===== config.mk =====
export PLATFORM = sky130hd
export DESIGN_NAME = selog_log
export DESIGN_NICKNAME = d
export VERILOG_FILES = /design/src/selog_pkg.sv /design/src/selog_log.sv
export SDC_FILE = /design/constraint.sdc
export NUM_CORES = 1
export LEC_CHECK = 0
export ABC_AREA = 1
export CORE_MARGIN = 4
export CORE_UTILIZATION = 39
export CTS_BUF_LIST = sky130_fd_sc_hd__clkbuf_4
export DETAILED_ROUTE_END_ITERATION = 6
export DONT_BUFFER_PORTS = 1
export PLACE_DENSITY = 0.53
export SLEW_MARGIN = 30
export SYNTH_ARGS = -nofsm -noshare
export SYNTH_HDL_FRONTEND = slang
export SYNTH_SLANG_ARGS = --single-unit

===== constraint.sdc =====
create_clock -name clk -period 7.1 [get_ports clk]
set_input_delay 1.42 -clock clk [delete_from_list [all_inputs] [get_ports clk]]
set_output_delay 1.42 -clock clk [all_outputs]
set_load 0.05 [all_outputs]

===== src/selog_pkg.sv =====
// Purpose : shared constants and carriers for the error and phy event log pages
// Assumes : byte-wide page stream, 16-bit phy event counters
// Notes   : multi-byte fields are least significant byte first
package selog_pkg;
  // ----------------------------------------------------------------
  // page geometry
  // ----------------------------------------------------------------
  localparam int unsigned PAGE_BYTES  = 512;
  localparam logic [8:0]  IDX_LAST    = 9'h01FF;
  localparam logic [8:0]  IDX_CNT_LO  = 9'h0004;
  localparam logic [8:0]  IDX_CNT_HI  = 9'h0017;
  localparam logic [8:0]  IDX_SNAP_HI = 9'h000D;
  localparam logic [8:0]  IDX_TERM_LO = 9'h0018;
  localparam logic [8:0]  IDX_TERM_HI = 9'h0019;
  localparam int unsigned NQ_BIT      = 7;
  // ----------------------------------------------------------------
  // phy event counters
  // ----------------------------------------------------------------
  localparam int unsigned NUM_CNT  = 5;
  localparam int unsigned CNT_W    = 16;
  localparam logic [3:0]  SIZE_16  = 4'h1;
  localparam logic [11:0] ID_ICRC  = 12'h001;
  localparam logic [11:0] ID_NRDY  = 12'h009;
  localparam logic [11:0] ID_SIG   = 12'h00A;
  localparam logic [11:0] ID_RXCRC = 12'h00B;
  localparam logic [11:0] ID_RXERR = 12'h00D;
  localparam logic [11:0] ID_END   = 12'h000;
  localparam int unsigned FIFO_DEPTH = 8;

  typedef enum logic {SELOG_PAGE_CMDERR, SELOG_PAGE_PHYEV} selog_page_e;
  typedef enum logic {SELOG_IDLE, SELOG_GEN} selog_state_e;

  // event order matches the counter order in the page
  typedef struct packed {
    logic rx_other_err;
    logic rx_crc_err;
    logic sig_fis_sent;
    logic phy_not_ready;
    logic icrc_fail;
  } selog_events_s;

  typedef struct packed {
    logic       queued;
    logic [4:0] tag;
    logic [7:0] status;
    logic [7:0] error;
    logic [7:0] lba_low;
    logic [7:0] lba_mid;
    logic [7:0] lba_high;
    logic [7:0] device;
    logic [7:0] lba_low_prev;
    logic [7:0] lba_mid_prev;
    logic [7:0] lba_high_prev;
    logic [7:0] count;
    logic [7:0] count_prev;
  } selog_err_s;

  typedef struct packed {
    logic       last;
    logic [7:0] data;
  } selog_beat_s;
endpackage


===== src/selog_log.sv =====
// Purpose : phy event counters and generator of the two 512-byte log pages
// Assumes : all inputs synchronous to clk; event inputs are one-cycle pulses
// Notes   : page bytes pass through a small fifo so the reader can stall
//
// Behaviour
// - queued errors put the queue tag in byte 0 bits 4..0 of error page.
// - byte 0 bit 7 set means non-queued; cleared means tag is valid.
// - bytes 2..13 hold the shadow registers captured when the error was reported.
// - error page bytes: status, error, lba, device, previous lba, counts; rest zero.
// - last byte of each page is the two's complement of the first 511.
// - counters start cleared after power-up reset.
// - link or software resets leave the counters unchanged.
// - a bist activate fis clears every phy event counter.
// - reading the phy page with clear set returns values then clears counters.
// - each phy page entry is a 16-bit identifier then the counter value.
// - identifier bits 14..12 give counter size; 1h means 16 bits.
// - codes 001h icrc fail, 009h phy not ready, 00Ah signature fis.
// - codes 00Bh received crc errors, 00Dh received non-crc errors.
// - identifier 000h with no value ends the counter list.
// - transmitted counts items sent to host, received counts items from host.
// - phy page: zero bytes 0..3, five entries from byte 4, terminator 24..25.
`timescale 1ns/1ps

module selog_fifo #(
  parameter int unsigned WIDTH = 9,
  parameter int unsigned DEPTH = 8
) (
  input  wire logic             clk,
  input  wire logic             reset_n,
  input  wire logic [WIDTH-1:0] in_data,
  input  wire logic             in_valid,
  output logic                  in_ready,
  output logic [WIDTH-1:0]      out_data,
  output logic                  out_valid,
  input  wire logic             out_ready
);
  localparam int unsigned AW = $clog2(DEPTH);
  logic [WIDTH-1:0] mem_r [DEPTH];
  logic [AW-1:0]    wr_r;
  logic [AW-1:0]    rd_r;
  logic [AW:0]      cnt_r;
  logic             push;
  logic             pop;

  // output word is a register so the top drives its pins from flops
  assign in_ready = (cnt_r != (AW+1)'(DEPTH));
  assign push     = in_valid && in_ready;
  assign pop      = (cnt_r != '0) && (!out_valid || out_ready);

  always_ff @(posedge clk) begin
    if (push) begin
      mem_r[wr_r] <= in_data;
    end
  end

  always_ff @(posedge clk) begin
    if (!reset_n) begin
      wr_r  <= '0;
      rd_r  <= '0;
      cnt_r <= '0;
    end else begin
      if (push) begin
        wr_r <= AW'(wr_r + 1'b1);
      end
      if (pop) begin
        rd_r <= AW'(rd_r + 1'b1);
      end
      cnt_r <= (AW+1)'(cnt_r + push - pop);
    end
  end

  always_ff @(posedge clk) begin
    if (!reset_n) begin
      out_valid <= 1'b0;
      out_data  <= '0;
    end else if (pop) begin
      out_valid <= 1'b1;
      out_data  <= mem_r[rd_r];
    end else if (out_ready) begin
      out_valid <= 1'b0;
    end
  end

  a_fifo_bound : assert property (@(posedge clk) disable iff (!reset_n)
    cnt_r <= (AW+1)'(DEPTH)) else $error("fifo count above depth");
  c_fifo_full : cover property (@(posedge clk) disable iff (!reset_n) !in_ready);
endmodule

module selog_log
  import selog_pkg::*;
(
  input  wire logic          clk,
  input  wire logic          reset_n,
  input  wire selog_events_s events,
  input  wire logic          bist_activate,
  input  wire logic          err_report,
  input  wire selog_err_s    err_info,
  input  wire logic          page_req,
  input  wire selog_page_e   page_sel,
  input  wire logic          page_clear,
  output logic [7:0]         out_data,
  output logic               out_last,
  output logic               out_valid,
  input  wire logic          out_ready,
  output logic               busy
);
  selog_state_e          state_r;
  selog_page_e           page_r;
  selog_err_s            err_r;
  logic [CNT_W-1:0]      cnt_r  [NUM_CNT];
  logic [CNT_W-1:0]      snap_r [NUM_CNT];
  logic [8:0]            idx_r;
  logic [7:0]            sum_r;
  logic [7:0]            byte_nxt;
  logic                  start;
  logic                  rd_clear;
  logic                  push;
  logic                  fifo_ready;
  selog_beat_s           beat_in;
  selog_beat_s           beat_out;
  logic [NUM_CNT-1:0]    ev_vec;
  logic [11:0]           id_code [NUM_CNT];

  assign ev_vec  = events;
  assign id_code = '{ID_ICRC, ID_NRDY, ID_SIG, ID_RXCRC, ID_RXERR};
  assign start    = (state_r == SELOG_IDLE) && page_req;
  assign rd_clear = start && (page_sel == SELOG_PAGE_PHYEV) && page_clear;
  assign push     = (state_r == SELOG_GEN) && fifo_ready;

  // ----------------------------------------------------------------
  // phy event counters
  // ----------------------------------------------------------------
  // of the resets only the power-up reset touches them; link resets have no input here
  // a clear in the same cycle as an event keeps that event (count of one)
  for (genvar i = 0; i < NUM_CNT; i++) begin : g_cnt
    always_ff @(posedge clk) begin
      if (!reset_n) begin
        cnt_r[i] <= '0;
      end else if (bist_activate || rd_clear) begin
        cnt_r[i] <= CNT_W'(ev_vec[i]);
      end else if (ev_vec[i] && (cnt_r[i] != '1)) begin
        cnt_r[i] <= CNT_W'(cnt_r[i] + 1'b1);
      end
    end

    // page reports values as they stood when the read was taken
    always_ff @(posedge clk) begin
      if (!reset_n) begin
        snap_r[i] <= '0;
      end else if (start) begin
        snap_r[i] <= cnt_r[i];
      end
    end
  end

  // ----------------------------------------------------------------
  // error snapshot
  // ----------------------------------------------------------------
  always_ff @(posedge clk) begin
    if (!reset_n) begin
      err_r <= '0;
    end else if (err_report) begin
      err_r <= err_info;
    end
  end

  // ----------------------------------------------------------------
  // page sequencer
  // ----------------------------------------------------------------
  always_ff @(posedge clk) begin
    if (!reset_n) begin
      state_r <= SELOG_IDLE;
      page_r  <= SELOG_PAGE_CMDERR;
      idx_r   <= '0;
      sum_r   <= '0;
    end else begin
      case (state_r)
        SELOG_IDLE: begin
          if (page_req) begin
            state_r <= SELOG_GEN;
            page_r  <= page_sel;
            idx_r   <= '0;
            sum_r   <= '0;
          end
        end
        SELOG_GEN: begin
          if (push) begin
            sum_r <= 8'(sum_r + byte_nxt);
            idx_r <= 9'(idx_r + 1'b1);
            if (idx_r == IDX_LAST) begin
              state_r <= SELOG_IDLE;
            end
          end
        end
        default: begin
          state_r <= SELOG_IDLE;
        end
      endcase
    end
  end

  always_ff @(posedge clk) begin
    if (!reset_n) begin
      busy <= 1'b0;
    end else begin
      busy <= (state_r == SELOG_GEN) && !(push && (idx_r == IDX_LAST)) || start;
    end
  end

  // ----------------------------------------------------------------
  // byte generator
  // ----------------------------------------------------------------
  always_comb begin
    logic [8:0]  off;
    logic [15:0] word;
    int unsigned ent;
    off      = 9'(idx_r - IDX_CNT_LO);
    ent      = int'(off[8:2]);
    word     = '0;
    byte_nxt = 8'h00;
    if (idx_r == IDX_LAST) begin
      byte_nxt = 8'(-sum_r);
    end else if (page_r == SELOG_PAGE_CMDERR) begin
      case (idx_r)
        9'h000: begin
          byte_nxt[NQ_BIT] = !err_r.queued;
          byte_nxt[4:0]    = err_r.queued ? err_r.tag : 5'h00;
        end
        9'h002: byte_nxt = err_r.status;
        9'h003: byte_nxt = err_r.error;
        9'h004: byte_nxt = err_r.lba_low;
        9'h005: byte_nxt = err_r.lba_mid;
        9'h006: byte_nxt = err_r.lba_high;
        9'h007: byte_nxt = err_r.device;
        9'h008: byte_nxt = err_r.lba_low_prev;
        9'h009: byte_nxt = err_r.lba_mid_prev;
        9'h00A: byte_nxt = err_r.lba_high_prev;
        9'h00C: byte_nxt = err_r.count;
        9'h00D: byte_nxt = err_r.count_prev;
        default: byte_nxt = 8'h00;
      endcase
    end else if ((idx_r >= IDX_CNT_LO) && (idx_r <= IDX_CNT_HI)) begin
      // entry: identifier word then value word, each low byte first
      if (off[1]) begin
        word = snap_r[ent];
      end else begin
        word = {1'b0, SIZE_16[2:0], id_code[ent]};
      end
      byte_nxt = off[0] ? word[15:8] : word[7:0];
    end else begin
      byte_nxt = {ID_END[7:0] & 8'h00};
    end
  end

  assign beat_in.data = byte_nxt;
  assign beat_in.last = (idx_r == IDX_LAST);

  selog_fifo #(
    .WIDTH ($bits(selog_beat_s)),
    .DEPTH (FIFO_DEPTH)
  ) u_fifo (
    .clk       (clk),
    .reset_n   (reset_n),
    .in_data   (beat_in),
    .in_valid  (state_r == SELOG_GEN),
    .in_ready  (fifo_ready),
    .out_data  (beat_out),
    .out_valid (out_valid),
    .out_ready (out_ready)
  );

  assign out_data = beat_out.data;
  assign out_last = beat_out.last;

  // ----------------------------------------------------------------
  // checks
  // ----------------------------------------------------------------
  // sum of the bytes the reader really took, so a lost or doubled fifo word shows up
  logic [7:0] chk_sum_r;
  always_ff @(posedge clk) begin
    if (!reset_n) begin
      chk_sum_r <= '0;
    end else if (out_valid && out_ready) begin
      chk_sum_r <= out_last ? 8'h00 : 8'(chk_sum_r + out_data);
    end
  end

  a_page_cksum : assert property (@(posedge clk) disable iff (!reset_n)
    out_valid && out_ready && out_last |-> 8'(chk_sum_r + out_data) == 8'h00)
    else $error("page bytes do not sum to zero");
  // generator checks look at each byte as it enters the fifo
  a_tag_byte : assert property (@(posedge clk) disable iff (!reset_n)
    push && page_r == SELOG_PAGE_CMDERR && idx_r == 9'h000 && err_r.queued
    |-> byte_nxt == {3'b000, err_r.tag}) else $error("queue tag byte wrong");
  a_nq_flag : assert property (@(posedge clk) disable iff (!reset_n)
    push && page_r == SELOG_PAGE_CMDERR && idx_r == 9'h000 && !err_r.queued
    |-> byte_nxt == 8'h80) else $error("non-queued flag byte wrong");
  a_snap_status : assert property (@(posedge clk) disable iff (!reset_n)
    err_report ##1 (!err_report)[*2] |-> err_r == $past(err_info, 2))
    else $error("shadow snapshot not held");
  a_id_word : assert property (@(posedge clk) disable iff (!reset_n)
    push && page_r == SELOG_PAGE_PHYEV && (idx_r == IDX_CNT_LO || idx_r == 9'h005)
    |-> byte_nxt == (idx_r[0] ? 8'h10 : 8'h01)) else $error("first identifier word wrong");
  a_term_zero : assert property (@(posedge clk) disable iff (!reset_n)
    push && page_r == SELOG_PAGE_PHYEV
    && (idx_r == IDX_TERM_LO || idx_r == IDX_TERM_HI) |-> byte_nxt == 8'h00)
    else $error("terminator not zero");
  a_bist_clear : assert property (@(posedge clk) disable iff (!reset_n)
    bist_activate |=> cnt_r[0] == CNT_W'($past(ev_vec[0])))
    else $error("bist did not clear counter");
  a_read_clear : assert property (@(posedge clk) disable iff (!reset_n)
    rd_clear |=> snap_r[1] == $past(cnt_r[1]) && cnt_r[1] == CNT_W'($past(ev_vec[1])))
    else $error("read-and-clear wrong");
  a_count_step : assert property (@(posedge clk) disable iff (!reset_n)
    ev_vec[2] && !bist_activate && !rd_clear && cnt_r[2] != '1
    |=> cnt_r[2] == CNT_W'($past(cnt_r[2]) + 1'b1)) else $error("event not counted");
  a_count_hold : assert property (@(posedge clk) disable iff (!reset_n)
    !ev_vec[3] && !bist_activate && !rd_clear |=> $stable(cnt_r[3]))
    else $error("counter changed without cause");
  a_cmd_reserved : assert property (@(posedge clk) disable iff (!reset_n)
    push && page_r == SELOG_PAGE_CMDERR && idx_r != IDX_LAST
    && (idx_r == 9'h001 || idx_r == 9'h00B || idx_r > IDX_SNAP_HI) |-> byte_nxt == 8'h00)
    else $error("reserved error page byte not zero");
  a_phy_head : assert property (@(posedge clk) disable iff (!reset_n)
    push && page_r == SELOG_PAGE_PHYEV && idx_r < IDX_CNT_LO |-> byte_nxt == 8'h00)
    else $error("phy page header not zero");
  a_value_word : assert property (@(posedge clk) disable iff (!reset_n)
    push && page_r == SELOG_PAGE_PHYEV && idx_r == 9'h006
    |-> byte_nxt == snap_r[0][7:0]) else $error("first counter value misplaced");
  a_sat_hold : assert property (@(posedge clk) disable iff (!reset_n)
    ev_vec[0] && cnt_r[0] == '1 && !bist_activate && !rd_clear
    |=> cnt_r[0] == '1) else $error("counter wrapped past full scale");
  a_busy_flag : assert property (@(posedge clk) disable iff (!reset_n)
    start |=> busy) else $error("busy not raised on request");

  c_cmd_page : cover property (@(posedge clk) disable iff (!reset_n)
    push && beat_in.last && page_r == SELOG_PAGE_CMDERR);
  c_phy_clear : cover property (@(posedge clk) disable iff (!reset_n) rd_clear);
  c_bist : cover property (@(posedge clk) disable iff (!reset_n)
    bist_activate && cnt_r[4] != '0);
  c_stall : cover property (@(posedge clk) disable iff (!reset_n)
    state_r == SELOG_GEN && !fifo_ready);
endmodule


==> results_dict.tcl <==
set metrics [dict create \
    status "completed" \
    syn_to_final_growth_pct 10.7 \
    rows 76 \
    p_leak_nw 7.28 \
    clkTransAtPathRegs_ns 0.06 \
    ctsHoldBuffers 0 \
    cp.required_ns 7.77 \
    cts_buffer_depth 3 \
    slew_headroom 0.401 \
    cts_buffers 99 \
    p_sw_w 0.00156 \
    arrival_ns 5.62 \
    cp_common_cell "nand3_1" \
    synth_top_area_cell "edfxtp_1" \
    io_buffers 0 \
    cp_cell_sequence "buf_4 -> inv_2 -> ha_1 -> inv_1 -> nand3_1 -> nand3_1 -> nand3_1 -> o21ai_0 -> nand2_1 -> a31oi_1 -> a22oi_1 -> ha_1 -> inv_1 -> fa_1 -> o31ai_1 -> and2_1 -> nor2_1 -> o21bai_1 -> a21oi_1 -> o21ai_0 -> a21oi_1" \
    syn-cell-area_mm2 0.0172 \
    insertion_delay_ns 0.83 \
    io_pins 118 \
    cts_resized 0 \
    totalWireLength_um 43800 \
    setup_viol 0 \
    cp-end-kind "flip-flop" \
    maxClockFrequency_mhz 202 \
    synth_top_area_share 0.406 \
    rsz0062_at_grt "false" \
    cp_slowest_stage_delay_ns 0.70 \
    power_frac_clock 0.372 \
    post-dp-hpwl_um 29900 \
    nFillCells 4303 \
    drtIter0Drc 969 \
    drv_cap 0 \
    clock-sinks 365 \
    netlist_instances 1899 \
    finalHoldViolCount 0 \
    cts_tree "done" \
    grt_max_degree 108 \
    final.period_utilization 0.697 \
    critPathMaxFanout 39 \
    gp_congestion 0.877 \
    netlist_top_cells_area "edfxtp_1 (41%), dfxtp_1 (16%), nor2_1 (9.3%), o21ai_0 (5.9%), nand2_1 (4.6%)" \
    drt_pass1_iterations 5 \
    holdCritPathClass "reg -> reg" \
    max-vdd-ir-drop_mv 0.213 \
    critPathSlowestCell "ha_1" \
    syn_area_per_cell_um2 9.04 \
    core_area_mm2 0.0433 \
    yosysUniqueCellTypes 52 \
    drc 0 \
    fin_skew_ns 0.0650 \
    powerDensity_mw_per_mm2 278 \
    criticalPathCategory "reg -> reg" \
    initial_utilization 0.397 \
    ys_seq_area_frac 0.561 \
    final_nets 2072 \
    die_w_um 218 \
    die_area_mm2 0.0474 \
    pwr-share-comb 0.130 \
    die_h_um 218 \
    p_seq_frac 0.499 \
    synth-seq-cells 365 \
    min_period_ns 4.95 \
    track_usage 0.183 \
    maxSlewViolCount 0 \
    tightest_slew_ns 0.899 \
    grt_pass1_wl_um 68800 \
    grt_pass1_vias 12900 \
    post_cts_buffers 0 \
    fin_util 0.439 \
    drive_gt1_frac 0.123 \
    synth_nets 2040 \
    vias 13200 \
    swShare 0.295 \
    p_int_w 0.00372 \
    htree_levels 3 \
    wl_per_cell_um 16.8 \
    yosysWarnings 0 \
    antenna_found_initial 2 \
    tns_ns 0 \
    viasPerCell 5.07 \
    ant_nets 0 \
    cts-root-buf "clkbuf_4" \
    grt-ovfl-total 0 \
    crit_path_start_kind "flip-flop" \
]
per-layer routing:
metal  global-route usage  vias to the layer above  wire length [um]
met1                0.237                     6180             19400
met5                    0                        -                 0
met3               0.0432                       82              2280
met4               0.0632                        0               976
met2                0.302                      333             21100
li1                     -                     6602                 -
synth_stat cells (all sizes together):
cell    number
xor2        23
inv        187
o21bai       3
clkbuf      62
a211oi       4
buf         16
o22ai       25
nor2       441
and2         1
o21ai      204
nor3        40
o221ai       9
o211ai      12
dfxtp      133
nor3b       12
edfxtp     232
or2          4
o21a         1
xnor2        2
a22oi        2
a21oi       85
a221oi      19
clkinv       3
nand3       77
nor4        11
fa           2
a31oi        9
nand3b       1
o31ai        2
nand4       15
nand2      216
ha          32
a22o        14
kinds of logic (layout without fill, tap and decap cells):
kind of cell,after synthesis,count (layout),synth area share
AOI/OAI and AO/OA,389,389,0.131
xor gates and xnor gates,25,25,0.0128
adders and majority gates,34,34,0.0257
buffers and inverters,268,383,0.0619
DFF,365,365,0.561
other,0,3,0
and+or+nand+nor,818,818,0.208
worst max-delay path: cells and delay by family, from the launching register on:
family                     cells  cell delay, ns
AOI/OAI and AO/OA              8            1.48
adders and majority gates      3            1.39
buffers and inverters          4            1.01
and+or+nand+nor                6            0.65
DFF                            1            0.30
state kept, by name, summed over array words and instances (netlist names), 3 cells and up:
name,count
u_fifo.mem_r,72
idx_r,9
sum_r,8
u_fifo.out_data,9
u_fifo.wr_r,3
err_r,94
u_fifo.cnt_r,4
u_fifo.rd_r,3
snap_r,80
cnt_r,80
placed cells by master (no fill, tap or decap), drive strengths merged, types with 3 or more instances in the layout:
cell,n
nor3,40
nand2,216
a31oi,9
a21oi,85
a22o,14
o22ai,25
o21bai,3
a211oi,4
nor3b,12
dfxtp,133
nand3,77
nor4,11
clkbuf,149
clkinv,31
ha,32
edfxtp,232
buf,9
o21ai,204
bufinv,3
o211ai,12
nand4,15
diode,3
nor2,441
inv,190
xor2,23
or2,4
o221ai,9
a221oi,19
power by group through the flow:
stage / clock network, W / logic [W] / registers, W
after floorplan: 0 / 0.000528 / 0.00263
after global placement: 0 / 0.000672 / 0.00268
after detailed placement: 0 / 0.000688 / 0.00268
after CTS: 0.00204 / 0.000691 / 0.00263
after global routing: 0.00216 / 0.000781 / 0.00265
final: 0.00196 / 0.000683 / 0.00263
path summary, 6_finish.rpt:
check	start	to	slack, ns	cells past startpoint
worst min register to register	err_r[58]	err_r[58]	0.46	2
worst min-delay path	err_r[58]	err_r[58]	0.46	2
worst max-delay path	idx_r[2]	sum_r[6]	2.15	21
worst max register to register	idx_r[2]	sum_r[6]	2.15	21
layout make-up:
cell class                 instances  area [um^2]  area share
sequential                       365         9630       0.507
tap                              585          732      0.0385
clock buffer                     149         1120      0.0589
timing repair buffer               9         71.3     0.00375
antenna                            3         7.51    0.000395
inverter                         190          713      0.0375
multi-input combinational       1266         6500       0.342
clock inverter                    35          226      0.0119
through the flow:
| stage | total power [W] | hold slack [ns] | std cells | setup slack (ns) | instance area, um^2 |
|---|---|---|---|---|---|
| after floorplan | 0.00316 | 0.434 | 1899 | 2.96 | 17200 |
| after global placement | 0.00335 | 0.451 | 2415 | 2.26 | 17600 |
| after detailed placement | 0.00337 | 0.459 | 2415 | 2.15 | 17600 |
| after CTS | 0.00536 | 0.468 | 2599 | 2.18 | 19000 |
| after global routing | 0.00559 | 0.496 | 2602 | 1.57 | 19000 |
| final | 0.00527 | 0.463 | 2602 | 2.15 | 19000 |
(Power assumes the default switching activity.)
